File: src/hdl/aeb_consts.vh
// Constants for the byte and word execute datapath and its branch logic.
// Assumes the decoder hands over one operation code per instruction.
// How it works
// - Add, add-with-carry: sum, five flags, one cycle
// - Register subtract, with carry: five flags, one cycle
// - Immediate subtract, with carry: five flags, one cycle
// - Word add immediate: pair plus constant, two cycles
// - Word minus immediate: pair minus constant, two cycles
// - AND with register or constant: Z N V
// - OR with register or constant: Z N V
// - XOR of two registers: Z N V
// - Invert is FF minus value; negate adds H
// - Set or clear masked bits: Z N V
// - Plus/minus one keep carry, update Z N V
// - Test, clear update Z N V; all-ones no flags
// - Relative jump PC+k+1, pointer jump Z, two cycles
// - Calls three cycles; returns reload PC, four cycles
// - Equal registers skip next, PC plus 2 or 3
// - Compares subtract without writing, five flags
// - Register bit skips on clear or set bit
// - I/O bit skips on clear or set bit
// - Branch on flag set: PC+k+1, 1/2 cycles
// - Branch on flag clear: PC+k+1, flags untouched
`ifndef AEB_CONSTS_VH
`define AEB_CONSTS_VH

// Operation codes
`define AEB_OP_PLAIN_ADD 6'h00
`define AEB_OP_CARRY_ADD 6'h01
`define AEB_OP_PLAIN_SUB 6'h02
`define AEB_OP_MINUS_WITH_CARRY 6'h03
`define AEB_OP_MINUS_IMMEDIATE 6'h04
`define AEB_OP_MINUS_CARRY_IMMEDIATE 6'h05
`define AEB_OP_REG_AND 6'h06
`define AEB_OP_MASK_IMMEDIATE 6'h07
`define AEB_OP_REG_OR 6'h08
`define AEB_OP_MERGE_IMMEDIATE 6'h09
`define AEB_OP_BITWISE_XOR 6'h0a
`define AEB_OP_INVERT_ALL_BITS 6'h0b
`define AEB_OP_ZERO_MINUS_VALUE 6'h0c
`define AEB_OP_SET_BITS_MASK 6'h0d
`define AEB_OP_CLEAR_BITS_MASK 6'h0e
`define AEB_OP_PLUS_ONE 6'h0f
`define AEB_OP_MINUS_ONE 6'h10
`define AEB_OP_SELF_AND_FLAGS 6'h11
`define AEB_OP_ZERO_REGISTER 6'h12
`define AEB_OP_ALL_ONES_LOAD 6'h13
`define AEB_OP_WORD_ADD_IMMEDIATE 6'h14
`define AEB_OP_WORD_MINUS_IMMEDIATE 6'h15
`define AEB_OP_DIFF_FLAGS_ONLY 6'h16
`define AEB_OP_CARRY_DIFF_FLAGS 6'h17
`define AEB_OP_IMMEDIATE_DIFF_FLAGS 6'h18
`define AEB_OP_RELATIVE_JUMP 6'h19
`define AEB_OP_POINTER_JUMP 6'h1a
`define AEB_OP_RELATIVE_CALL 6'h1b
`define AEB_OP_POINTER_CALL 6'h1c
`define AEB_OP_POP_PC_BACK 6'h1d
`define AEB_OP_INTERRUPT_EXIT 6'h1e
`define AEB_OP_SKIP_IF_EQUAL 6'h1f
`define AEB_OP_SKIP_REG_BIT_CLEAR 6'h20
`define AEB_OP_SKIP_REG_BIT_SET 6'h21
`define AEB_OP_SKIP_IO_BIT_CLEAR 6'h22
`define AEB_OP_SKIP_IO_BIT_SET 6'h23
`define AEB_OP_BRANCH_FLAG_SET 6'h24
`define AEB_OP_BRANCH_FLAG_CLEAR 6'h25

// Status flag positions
`define AEB_FLG_C 0
`define AEB_FLG_Z 1
`define AEB_FLG_N 2
`define AEB_FLG_V 3
`define AEB_FLG_S 4
`define AEB_FLG_H 5

// Flag update masks
`define AEB_FM_NONE 8'h00
`define AEB_FM_ARITH 8'h2f
`define AEB_FM_LOGIC 8'h0e
`define AEB_FM_INVERT 8'h0f
`define AEB_FM_WORD 8'h1f
`define AEB_STATUS_FLAGS_REGISTER_RESET 8'h00
`define AEB_PC_RESET 16'h0000

// Byte ALU modes
`define AEB_ALU_ADD 3'h0
`define AEB_ALU_SUB 3'h1
`define AEB_ALU_AND 3'h2
`define AEB_ALU_OR 3'h3
`define AEB_ALU_XOR 3'h4

// Cycle counts
`define AEB_CYC_ONE 3'h1
`define AEB_CYC_TWO 3'h2
`define AEB_CYC_THREE 3'h3
`define AEB_CYC_FOUR 3'h4

`endif

File: src/hdl/aeb_core.v
// Execute stage: byte and word arithmetic, logic, jumps, calls, skips, branches.
// Assumes a decoder on core_clk presents operands with a start pulse while ready.
// Stack storage lives outside; this block only raises push and pop requests.
`timescale 1ns/1ps
`include "aeb_consts.vh"

module aeb_core (
  input wire core_clk,
  input wire reset,
  input wire start,
  input wire [5:0] op,
  input wire [7:0] rd_val,
  input wire [7:0] source_register,
  input wire [7:0] imm_k,
  input wire [15:0] pair_val,
  input wire [11:0] offset,
  input wire [15:0] z_ptr,
  input wire [2:0] bit_sel,
  input wire [7:0] io_val,
  input wire next_two_word,
  input wire [15:0] pop_data,
  output wire ready,
  output reg done_q,
  output reg [7:0] rd_result_q,
  output reg rd_write_q,
  output reg [15:0] pair_result_q,
  output reg pair_write_q,
  output reg [7:0] status_flags_register_q,
  output reg [15:0] pc_q,
  output reg push_req_q,
  output reg [15:0] push_data_q,
  output reg pop_req_q
);

  localparam st_idle = 1'b0;
  localparam st_run = 1'b1;

  reg state_q;
  reg [2:0] rem_q;
  reg [15:0] pc_pend_q;
  reg from_stack_q;
  reg wr_rd_q;
  reg wr_pair_q;

  reg [7:0] a_s;
  reg [7:0] b_s;
  reg cin_s;
  reg [2:0] mode_s;
  reg [7:0] fmask_s;
  reg force_c_s;
  reg wr_rd_s;
  reg wr_pair_s;
  reg word_s;
  reg ones_s;
  reg [15:0] pc_t;
  reg [2:0] cyc_s;
  reg push_s;
  reg pop_s;
  reg skip_s;

  wire [7:0] alu_res;
  wire alu_c;
  wire alu_z;
  wire alu_n;
  wire alu_v;
  wire alu_h;
  wire [16:0] wsum;
  wire [16:0] wdif;
  wire [15:0] wres;
  wire wc;
  wire wv;
  wire wz;
  wire wn;
  wire [15:0] rel12;
  wire [15:0] rel7;
  wire [15:0] pc_seq;
  wire [7:0] byte_flags;
  wire [7:0] word_flags;
  wire [7:0] src_flags;
  wire [7:0] flags_new;
  wire carry_in;

  // Bit picked out of a value (status, register or I/O) by the bit select
  function sel_bit;
    input [7:0] v;
    input [2:0] s;
    begin
      sel_bit = v[s];
    end
  endfunction

  aeb_alu8 aeb_alu8_i (
    .a(a_s),
    .b(b_s),
    .cin(cin_s),
    .mode(mode_s),
    .res(alu_res),
    .c_out(alu_c),
    .z_out(alu_z),
    .n_out(alu_n),
    .v_out(alu_v),
    .h_out(alu_h)
  );

  assign carry_in = status_flags_register_q[`AEB_FLG_C];
  assign ready = (state_q == st_idle);
  assign pc_seq = pc_q + 16'h0001;
  assign rel12 = {{4{offset[11]}}, offset};
  assign rel7 = {{9{offset[6]}}, offset[6:0]};

  // Word path; constant is the low six bits of the immediate
  assign wsum = {1'b0, pair_val} + {11'h000, imm_k[5:0]};
  assign wdif = {1'b0, pair_val} - {11'h000, imm_k[5:0]};
  assign wres = (op == `AEB_OP_WORD_ADD_IMMEDIATE) ? wsum[15:0] : wdif[15:0];
  assign wc = (op == `AEB_OP_WORD_ADD_IMMEDIATE) ? wsum[16] : wdif[16];
  assign wn = wres[15];
  assign wz = (wres == 16'h0000);
  assign wv = (op == `AEB_OP_WORD_ADD_IMMEDIATE) ? (~pair_val[15] & wres[15]) :
              (pair_val[15] & ~wres[15]);

  // Candidate flag vectors; S only exists in the word vector
  assign byte_flags = {2'b00, alu_h, 1'b0, alu_v, alu_n, alu_z, alu_c | force_c_s};
  assign word_flags = {3'b000, wn ^ wv, wv, wn, wz, wc};
  assign src_flags = word_s ? word_flags : byte_flags;
  // Only masked positions change, the rest hold their old value
  assign flags_new = (status_flags_register_q & ~fmask_s) | (src_flags & fmask_s);

  // Operation decode: operands, flag mask, target, cycle count
  always @* begin
    a_s = rd_val;
    b_s = source_register;
    cin_s = 1'b0;
    mode_s = `AEB_ALU_ADD;
    fmask_s = `AEB_FM_NONE;
    force_c_s = 1'b0;
    wr_rd_s = 1'b0;
    wr_pair_s = 1'b0;
    word_s = 1'b0;
    ones_s = 1'b0;
    pc_t = pc_seq;
    cyc_s = `AEB_CYC_ONE;
    push_s = 1'b0;
    pop_s = 1'b0;
    skip_s = 1'b0;
    case (op)
      `AEB_OP_PLAIN_ADD, `AEB_OP_CARRY_ADD: begin
        cin_s = (op == `AEB_OP_CARRY_ADD) & carry_in;
        fmask_s = `AEB_FM_ARITH;
        wr_rd_s = 1'b1;
      end
      `AEB_OP_PLAIN_SUB, `AEB_OP_MINUS_WITH_CARRY: begin
        mode_s = `AEB_ALU_SUB;
        cin_s = (op == `AEB_OP_MINUS_WITH_CARRY) & carry_in;
        fmask_s = `AEB_FM_ARITH;
        wr_rd_s = 1'b1;
      end
      `AEB_OP_MINUS_IMMEDIATE, `AEB_OP_MINUS_CARRY_IMMEDIATE: begin
        mode_s = `AEB_ALU_SUB;
        b_s = imm_k;
        cin_s = (op == `AEB_OP_MINUS_CARRY_IMMEDIATE) & carry_in;
        fmask_s = `AEB_FM_ARITH;
        wr_rd_s = 1'b1;
      end
      `AEB_OP_REG_AND, `AEB_OP_MASK_IMMEDIATE: begin
        mode_s = `AEB_ALU_AND;
        if (op == `AEB_OP_MASK_IMMEDIATE) b_s = imm_k;
        fmask_s = `AEB_FM_LOGIC;
        wr_rd_s = 1'b1;
      end
      `AEB_OP_REG_OR, `AEB_OP_MERGE_IMMEDIATE: begin
        mode_s = `AEB_ALU_OR;
        if (op == `AEB_OP_MERGE_IMMEDIATE) b_s = imm_k;
        fmask_s = `AEB_FM_LOGIC;
        wr_rd_s = 1'b1;
      end
      `AEB_OP_BITWISE_XOR: begin
        mode_s = `AEB_ALU_XOR;
        fmask_s = `AEB_FM_LOGIC;
        wr_rd_s = 1'b1;
      end
      `AEB_OP_INVERT_ALL_BITS: begin
        // FF minus value never borrows, so carry is forced to one
        a_s = 8'hff;
        b_s = rd_val;
        mode_s = `AEB_ALU_SUB;
        force_c_s = 1'b1;
        fmask_s = `AEB_FM_INVERT;
        wr_rd_s = 1'b1;
      end
      `AEB_OP_ZERO_MINUS_VALUE: begin
        a_s = 8'h00;
        b_s = rd_val;
        mode_s = `AEB_ALU_SUB;
        fmask_s = `AEB_FM_ARITH;
        wr_rd_s = 1'b1;
      end
      `AEB_OP_SET_BITS_MASK, `AEB_OP_CLEAR_BITS_MASK: begin
        mode_s = (op == `AEB_OP_SET_BITS_MASK) ? `AEB_ALU_OR : `AEB_ALU_AND;
        b_s = (op == `AEB_OP_SET_BITS_MASK) ? imm_k : ~imm_k;
        fmask_s = `AEB_FM_LOGIC;
        wr_rd_s = 1'b1;
      end
      `AEB_OP_PLUS_ONE, `AEB_OP_MINUS_ONE: begin
        // Carry is masked out so multi-byte loops keep it
        mode_s = (op == `AEB_OP_PLUS_ONE) ? `AEB_ALU_ADD : `AEB_ALU_SUB;
        b_s = 8'h01;
        fmask_s = `AEB_FM_LOGIC;
        wr_rd_s = 1'b1;
      end
      `AEB_OP_SELF_AND_FLAGS, `AEB_OP_ZERO_REGISTER: begin
        mode_s = (op == `AEB_OP_ZERO_REGISTER) ? `AEB_ALU_XOR : `AEB_ALU_AND;
        b_s = rd_val;
        fmask_s = `AEB_FM_LOGIC;
        wr_rd_s = 1'b1;
      end
      `AEB_OP_ALL_ONES_LOAD: begin
        ones_s = 1'b1;
        wr_rd_s = 1'b1;
      end
      `AEB_OP_WORD_ADD_IMMEDIATE, `AEB_OP_WORD_MINUS_IMMEDIATE: begin
        word_s = 1'b1;
        fmask_s = `AEB_FM_WORD;
        wr_pair_s = 1'b1;
        cyc_s = `AEB_CYC_TWO;
      end
      `AEB_OP_DIFF_FLAGS_ONLY, `AEB_OP_CARRY_DIFF_FLAGS,
      `AEB_OP_IMMEDIATE_DIFF_FLAGS: begin
        mode_s = `AEB_ALU_SUB;
        if (op == `AEB_OP_IMMEDIATE_DIFF_FLAGS) b_s = imm_k;
        cin_s = (op == `AEB_OP_CARRY_DIFF_FLAGS) & carry_in;
        fmask_s = `AEB_FM_ARITH;
      end
      `AEB_OP_RELATIVE_JUMP: begin
        pc_t = pc_q + rel12 + 16'h0001;
        cyc_s = `AEB_CYC_TWO;
      end
      `AEB_OP_POINTER_JUMP: begin
        pc_t = z_ptr;
        cyc_s = `AEB_CYC_TWO;
      end
      `AEB_OP_RELATIVE_CALL, `AEB_OP_POINTER_CALL: begin
        pc_t = (op == `AEB_OP_POINTER_CALL) ? z_ptr : pc_q + rel12 + 16'h0001;
        push_s = 1'b1;
        cyc_s = `AEB_CYC_THREE;
      end
      `AEB_OP_POP_PC_BACK, `AEB_OP_INTERRUPT_EXIT: begin
        pop_s = 1'b1;
        cyc_s = `AEB_CYC_FOUR;
      end
      `AEB_OP_SKIP_IF_EQUAL: skip_s = (rd_val == source_register);
      `AEB_OP_SKIP_REG_BIT_CLEAR: skip_s = ~sel_bit(source_register, bit_sel);
      `AEB_OP_SKIP_REG_BIT_SET: skip_s = sel_bit(source_register, bit_sel);
      `AEB_OP_SKIP_IO_BIT_CLEAR: skip_s = ~sel_bit(io_val, bit_sel);
      `AEB_OP_SKIP_IO_BIT_SET: skip_s = sel_bit(io_val, bit_sel);
      `AEB_OP_BRANCH_FLAG_SET, `AEB_OP_BRANCH_FLAG_CLEAR: begin
        if (sel_bit(status_flags_register_q, bit_sel) ==
            (op == `AEB_OP_BRANCH_FLAG_SET)) begin
          pc_t = pc_q + rel7 + 16'h0001;
          cyc_s = `AEB_CYC_TWO;
        end
      end
      default: cyc_s = `AEB_CYC_ONE;
    endcase
    // A skip steps over one or two words at one cycle per word
    if (skip_s) begin
      pc_t = next_two_word ? pc_q + 16'h0003 : pc_q + 16'h0002;
      cyc_s = next_two_word ? `AEB_CYC_THREE : `AEB_CYC_TWO;
    end
  end

  // Sequencer; flags and data latch at start, PC and write strobes at the end
  always @(posedge core_clk) begin
    if (reset) begin
      state_q <= st_idle;
      rem_q <= 3'h0;
      pc_pend_q <= `AEB_PC_RESET;
      from_stack_q <= 1'b0;
      wr_rd_q <= 1'b0;
      wr_pair_q <= 1'b0;
      done_q <= 1'b0;
      rd_result_q <= 8'h00;
      rd_write_q <= 1'b0;
      pair_result_q <= 16'h0000;
      pair_write_q <= 1'b0;
      status_flags_register_q <= `AEB_STATUS_FLAGS_REGISTER_RESET;
      pc_q <= `AEB_PC_RESET;
      push_req_q <= 1'b0;
      push_data_q <= 16'h0000;
      pop_req_q <= 1'b0;
    end else begin
      done_q <= 1'b0;
      rd_write_q <= 1'b0;
      pair_write_q <= 1'b0;
      push_req_q <= 1'b0;
      pop_req_q <= 1'b0;
      case (state_q)
        st_idle: begin
          if (start) begin
            status_flags_register_q <= flags_new;
            if (wr_rd_s) rd_result_q <= ones_s ? 8'hff : alu_res;
            if (wr_pair_s) pair_result_q <= wres;
            // Return address goes out before the PC moves
            push_req_q <= push_s;
            push_data_q <= pc_seq;
            pop_req_q <= pop_s;
            if (cyc_s == `AEB_CYC_ONE) begin
              pc_q <= pc_t;
              done_q <= 1'b1;
              rd_write_q <= wr_rd_s;
              pair_write_q <= wr_pair_s;
            end else begin
              state_q <= st_run;
              rem_q <= cyc_s - `AEB_CYC_ONE;
              pc_pend_q <= pc_t;
              from_stack_q <= pop_s;
              wr_rd_q <= wr_rd_s;
              wr_pair_q <= wr_pair_s;
            end
          end
        end
        st_run: begin
          if (rem_q == 3'h1) begin
            // Stack word is only read on the last cycle, giving it time to settle
            pc_q <= from_stack_q ? pop_data : pc_pend_q;
            done_q <= 1'b1;
            rd_write_q <= wr_rd_q;
            pair_write_q <= wr_pair_q;
            state_q <= st_idle;
          end else begin
            rem_q <= rem_q - 3'h1;
          end
        end
        default: state_q <= st_idle;
      endcase
    end
  end

endmodule

File: src/hdl/aeb_alu8.v
// Byte ALU: result and C Z N V H flags for add, subtract and logic.
// Assumes operands and mode are steady within the cycle; purely combinational.
`timescale 1ns/1ps
`include "aeb_consts.vh"

module aeb_alu8 (
  input wire [7:0] a,
  input wire [7:0] b,
  input wire cin,
  input wire [2:0] mode,
  output reg [7:0] res,
  output reg c_out,
  output wire z_out,
  output wire n_out,
  output reg v_out,
  output reg h_out
);

  wire [8:0] sum9;
  wire [8:0] dif9;

  // Carry comes out of the ninth bit; borrow is formed from bit 7 of a, b and res
  assign sum9 = {1'b0, a} + {1'b0, b} + {8'h00, cin};
  assign dif9 = {1'b0, a} - {1'b0, b} - {8'h00, cin};
  assign z_out = (res == 8'h00);
  assign n_out = res[7];

  // Logic modes clear V and leave C and H at zero
  always @* begin
    res = 8'h00;
    c_out = 1'b0;
    v_out = 1'b0;
    h_out = 1'b0;
    case (mode)
      `AEB_ALU_ADD: begin
        res = sum9[7:0];
        c_out = sum9[8];
        h_out = (a[3] & b[3]) | (b[3] & ~res[3]) | (~res[3] & a[3]);
        v_out = (a[7] & b[7] & ~res[7]) | (~a[7] & ~b[7] & res[7]);
      end
      `AEB_ALU_SUB: begin
        res = dif9[7:0];
        c_out = (~a[7] & b[7]) | (b[7] & res[7]) | (res[7] & ~a[7]);
        h_out = (~a[3] & b[3]) | (b[3] & res[3]) | (res[3] & ~a[3]);
        v_out = (a[7] & ~b[7] & ~res[7]) | (~a[7] & b[7] & res[7]);
      end
      `AEB_ALU_AND: res = a & b;
      `AEB_ALU_OR: res = a | b;
      `AEB_ALU_XOR: res = a ^ b;
      default: res = 8'h00;
    endcase
  end

endmodule

File: config.mk
export PLATFORM = sky130hd
export DESIGN_NAME = aeb_core
export DESIGN_NICKNAME = d
export VERILOG_FILES = /design/src/hdl/aeb_core.v /design/src/hdl/aeb_alu8.v
export VERILOG_INCLUDE_DIRS = /design/src /design/src/hdl
export SDC_FILE = /design/constraint.sdc
export NUM_CORES = 1
export LEC_CHECK = 0
export CORE_MARGIN = 4
export CORE_UTILIZATION = 58
export CTS_CLUSTER_SIZE = 12
export DETAILED_ROUTE_END_ITERATION = 8
export DONT_BUFFER_PORTS = 1
export GPL_TIMING_DRIVEN = 0
export PLACE_DENSITY = 0.75
export SETUP_SLACK_MARGIN = 0.2
export SLEW_MARGIN = 10
export SYNTH_ARGS = -nofsm -noshare
export SYNTH_HDL_FRONTEND = slang
export SYNTH_SLANG_ARGS = --single-unit
File: constraint.sdc
create_clock -name core_clk -period 7.9 [get_ports core_clk]
set_clock_uncertainty 0.15 [all_clocks]
set_input_delay 0.79 -clock core_clk [delete_from_list [all_inputs] [get_ports core_clk]]
set_output_delay 0.79 -clock core_clk [all_outputs]
set_load 0.005 [all_outputs]
Word-level counts from Yosys, hierarchy flattened
Index checks and enable logic that the tools add are counted.
W data, S select, Z words.
{ "totals": {"regBits": 92, "in_bits": 105, "out_inout_bits": 70, "wordCells": 233} }
{ "op_classes": {"n_addsub": 15, "order_cmp": 1, "eq_ne": 50, "muxes": 68, "bitwise_logic": 53, "n_reduce_logical": 30} }
{ "ops": {"columns": ["operator", "n"], "rows": [
  ["$mux W16", 9],
  ["$eq A6 B5 Y1 const B", 16],
  ["$pmux W16 S4", 1],
  ["$pmux W8 S7", 1],
  ["$add A16 B1 Y16 const B", 3],
  ["$eq A6 B4 Y1 const B", 8],
  ["$mux W8", 5],
  ["$pmux W8 S5", 1],
  ["$eq A6 B6 Y1 const B", 6],
  ["$add A16 B16 Y16", 2],
  ["$add A16 B2 Y16 const B", 2],
  ["$pmux W16 S2", 1],
  ["$mux W1", 26],
  ["$eq A6 B3 Y1 const B", 4],
  ["$pmux W6 S4", 1],
  ["$reduce_or A2 Y1", 12],
  ["$and A1 B1 Y1", 22],
  ["$pmux W3 S7", 1],
  ["$reduce_or A20 Y1", 1],
  ["$add A16 B6 Y17", 1],
  ["$sub A16 B6 Y17", 1],
  ["$and A8 B8 Y8", 2],
  ["$logic_not A16 Y1", 1],
  ["$not A8 Y8", 2],
  ["other kinds (41)", 88]
]} }

Longest topological paths before layout
{ "logic_depth": {"word_depth": 13, "depth_mapped": 22, "ltp_nobuf": 19} }

By module
Synthesis repeated with hierarchy kept, for this count alone.
{ "unflattened": {"cells_unflattened": 1260, "area_unflattened_um2": 9359.0} }
{ "modules_own_cells": {"columns": ["module", "instances", "cells_each", "area_per_inst_um2", "seq_area_each_um2"], "rows": [
  ["aeb_core", 1, 1064, 7898.8, 1801.7],
  ["aeb_alu8", 1, 196, 1460.2, 0.0]
]} }

Least setup slack after synthesis
OpenSTA, ideal clock, no wires.
{ "synth_timing": {"path_type": "in2reg", "startpoint": "input op[4]", "endpoint": "register (tool-made name)", "setup_time_ns": 0.062, "t_arrival_ns": 4.657, "t_required_ns": 7.688, "path_slack_ns": 3.031, "path_stages": 20, "path_buffers": 4, "cell_sequence": "buf_2 > buf_2 > buf_1 > clkbuf_1 > nor2_1 > a2111oi_0 > o21bai_1 > nand4_1 > inv_1 > fa_1 > fa_1 > nor2b_1 > o21ai_0 > a21boi_0 > nor2_1 > a221oi_1 > and4_1 > o2111a_1 > nand4_1 > nand3_1"} }
{ "synth_lines": {"columns": ["element", "line", "source"], "rows": [
  ["start, declared", "aeb_core.v:11", "input wire [5:0] op,"]
]} }

==> metrics.md <==
| Metric | Value |
|---|---|
| Crit-path leading delay family | buffers and inverters |
| Core area | 15,400 um^2 |
| Max-slew headroom | 11.7% |
| Setup CP Type | input pin to register |
| Via/cell ratio | 6.51 |
| Layout cells sized above 1 | 4.81% |
| Max-cap viol count | 0 |
| Gr busiest metal | met2 |
| DRC errors left | 0 |
| Synth area leaders | dfxtp_1, ha_1, nor2_1 |
| Starting Density | 59.7% |
| Lkg Pwr | 3.73 nW |
| Hold_ws | 0.305 ns |
| CTS sink cnt | 90 |
| Detail Placement HPWL | 24,400 um |
| Syn-to-layout area delta | 6.35% |
| Combinational fraction of design power | 35.5% |
| Crit path DAT | 5.71 ns |
| NetSw | 568 uW |
| Syn Inst Count | 1,250 |
| Outcome | finished, final reports clean |
| Most frequent cells in the layout | nor2_1, nand2_1, a21oi_1, dfxtp_1, ha_1 |
| Crit path cell chain | buf_2 > buf_2 > buf_1 > clkbuf_1 > nand2_1 > o21ai_0 > nand2_1 > o311ai_0 > o21ai_0 > nand4_1 > inv_1 > fa_1 > fa_1 > nor2b_1 > o21ai_0 > a21boi_0 > nor2_1 > a221oi_1 > and4_1 > o2111a_1 > nand4_1 > nand3_1 |
| Period Utilization, post-route | 70.5% |
| Synth cell types | 84 |
| R2R Setup Slk | 3.64 ns |
| Clock Path Buffers | 2 |
| Ys async rst share | 0% |
| Filler cells | 1,489 |
| WL/cell | 21.0 um |
| Final min period | 5.57 ns |
| Post-CTS sizing | 0 |
| Post-CTS Setup Inserts | 0 |
| Number of synthesized flops with an enable pin | 0 |
| Final Hold Fails | 0 |
| Crit start category | input pin |
| Largest net degree at the start of global routing | 20 |
| Grt met2 use | 56.8% |
| Synth top area share | 19.6% |
| Total negative slack | 0 ns |
| CP most frequent cell | o21ai_0 |
| Synth Flop Type | dfxtp_1 |
| Clock Power Share | 29.9% |
| Number of global-route vias before repair | 9,063 |
| Boundary Pins | 175 |
| Initial antenna violation count | 0 |
| Die Y-Extent | 134 um |
| R2R depth | 12 |
| N_diodes | 0 |
| Number of DRC markers in iteration 0 | 941 |
| Via count | 9,619 |
| Overflow after GRT | 0 |
| Final setup fails | 0 |
| Yosys warns | 0 |
| Fmax | 180 MHz |
| Hold path depth | 2 |
| Yosys top cell by area | dfxtp_1 |
| Die area | 17,900 um^2 |
| CTS root buf | clkbuf_16 |
| Cell internal pwr | 906 uW |
| GPL Wtd Cong | 0.996 |
| Bufs and invs on worst path | 5 |
| Met1 usage | 40.9% |
| Die Width | 134 um |
| TritonCTS buffer count | 9 |
| CTS tree | yes |
| Seq pwr share | 34.6% |
| Commonest non-fill, non-tap cell in the layout | nor2_1 |
| R2R Path End | pc_q[5] |
| H-tree levels | 3 |
| Net count, final | 1,447 |
| Met3 usage | 5.14% |
| GRT Util Overall | 33.2% |
| CP max FO | 10 |
| WL final | 31,000 um |
| Mean post-synth cell area | 7.34 um^2 |
| Row Count | 45 |
| Hold EP | pc_pend_q[10] |
| Hold-fix buffers, CTS | 0 |
| First-pass GRT wire length | 48,000 um |
| Clock transition at path regs | 0.08 ns |
| Worst path required time | 8.04 ns |
| Share of the yosys chip area belonging to registers | 19.6% |
| Clock latency on the worst-skew pair | 0.35 ns |
| Mapped cell area | 9180 um^2 |
| Type of the tightest min-delay check | register to register |
| Pwr Density | 151 nW/um^2 |
| Max incr delay on CP | 0.47 ns |
| Seq cells post-synth | 90 |
| Fin. max-slew vios | 0 |
| ANT nets after route | 0 |
| VDD IR-drop max | 0.000103 V |
| Port bufs | 0 |
| DR pass1 iterations | 5 |
| CP max-delay cell | fa_1 |
| Worst-margin pin slew | 1.31 ns |
| Sw Share | 38.5% |
| Hold_sp | pc_pend_q[10] |
| Setup repair after global routing missed its margin | no |
| Worst Setup End Kind | register |
-- sequential cells by signal, summed over array words and instances (netlist names), named ones only --
register / count
push_req_q: 1
rd_result_q: 8
from_stack_q: 1
rd_write_q: 1
pc_q: 16
pop_req_q: 1
rem_q: 3
pair_write_q: 1
wr_pair_q: 1
wr_rd_q: 1
pc_pend_q: 16
state_q: 1
push_data_q: 16
done_q: 1
pair_result_q: 16
-- kinds of logic after synthesis --
logic type / synth area share, %
AO/OA/AOI/OAI: 27.2
XOR/XNOR: 7.25
adder cells (fa/ha/maj): 11.7
buffers and inverters: 6.37
flip-flops: 19.6
multiplexers: 4.55
other: 0.0409
AND/OR/NAND/NOR: 23.3
-- routing by layer --
metal / wire [um] / vias up
met5: 0 / -
met4: 1570 / 0
met3: 2510 / 105
met2: 14700 / 504
met1: 12200 / 4454
li1: - / 4556
-- worst max-delay path by stage --
stage                     start  endpoint  slack [ns]  cells after the start
after detailed placement  op[4]  register        2.14                     22
final                     op[4]  register        2.33                     22
after floorplan           op[4]  register        3.03                     20
after global routing      op[4]  register        1.98                     20
after CTS                 op[4]  register        2.47                     22
after global placement    op[4]  register        2.08                     22
-- per-stage QoR --
step | cells | area (um^2) | setup slack [ns] | utilization, % | power [mW]
after floorplan | 1251 | 9180 | 3.03 | - | 0.904
after global placement | 1462 | 9440 | 2.08 | 61.4 | 1.03
after detailed placement | 1462 | 9450 | 2.14 | 61.5 | 1.03
after CTS | 1478 | 9750 | 2.47 | 63.5 | 1.46
after global routing | 1478 | 9760 | 1.98 | 63.5 | 1.55
final | 1478 | 9760 | 2.33 | 63.5 | 1.47
-- worst register-to-register path, cell delays in order, from the launching register on --
cell	delay, ns
dfxtp_1	0.40
mux4_2	0.49
a22oi_1	0.49
mux2i_1	0.18
inv_1	0.22
nand2_1	0.20
nor4_1	0.46
ha_1	0.30
nand2_1	0.11
o22ai_1	0.32
clkbuf_1	0.45
o211ai_1	0.24
a21oi_1	0.18
-- power groups by stage --
stage	registers [mW]	logic (mW)	clock network [mW]
after floorplan	0.508	0.396	0
after global placement	0.520	0.506	0
after detailed placement	0.521	0.511	0
after CTS	0.510	0.514	0.438
after global routing	0.513	0.578	0.455
final	0.510	0.523	0.440
-- synth_stat cells (all sizes together), types with 13 or more instances --
cell	instances
o21ai	57
buf	22
a21o	14
xnor2	44
nor3	42
dfxtp	90
a211oi	43
nor2b	17
a221oi	17
o211ai	19
a31oi	17
a211o	14
a21oi	98
inv	65
nand4	13
nand2	136
mux2i	20
nand3	31
ha	72
nor2	142
clkbuf	54
xor2	32
nand2b	13
-- cell type report --
| cell class | instances | area [um^2] | share of cell area, % |
|---|---|---|---|
| multi-input cells | 1017 | 6800 | 69.7 |
| clock inverters | 7 | 78.8 | 0.808 |
| clock buffers | 9 | 225 | 2.31 |
| plain buffers | 76 | 329 | 3.37 |
| inverters | 68 | 255 | 2.62 |
| well taps | 211 | 264 | 2.71 |
| flip-flops and latches | 90 | 1800 | 18.5 |
Note: power is estimated with default switching activity, not from simulation.
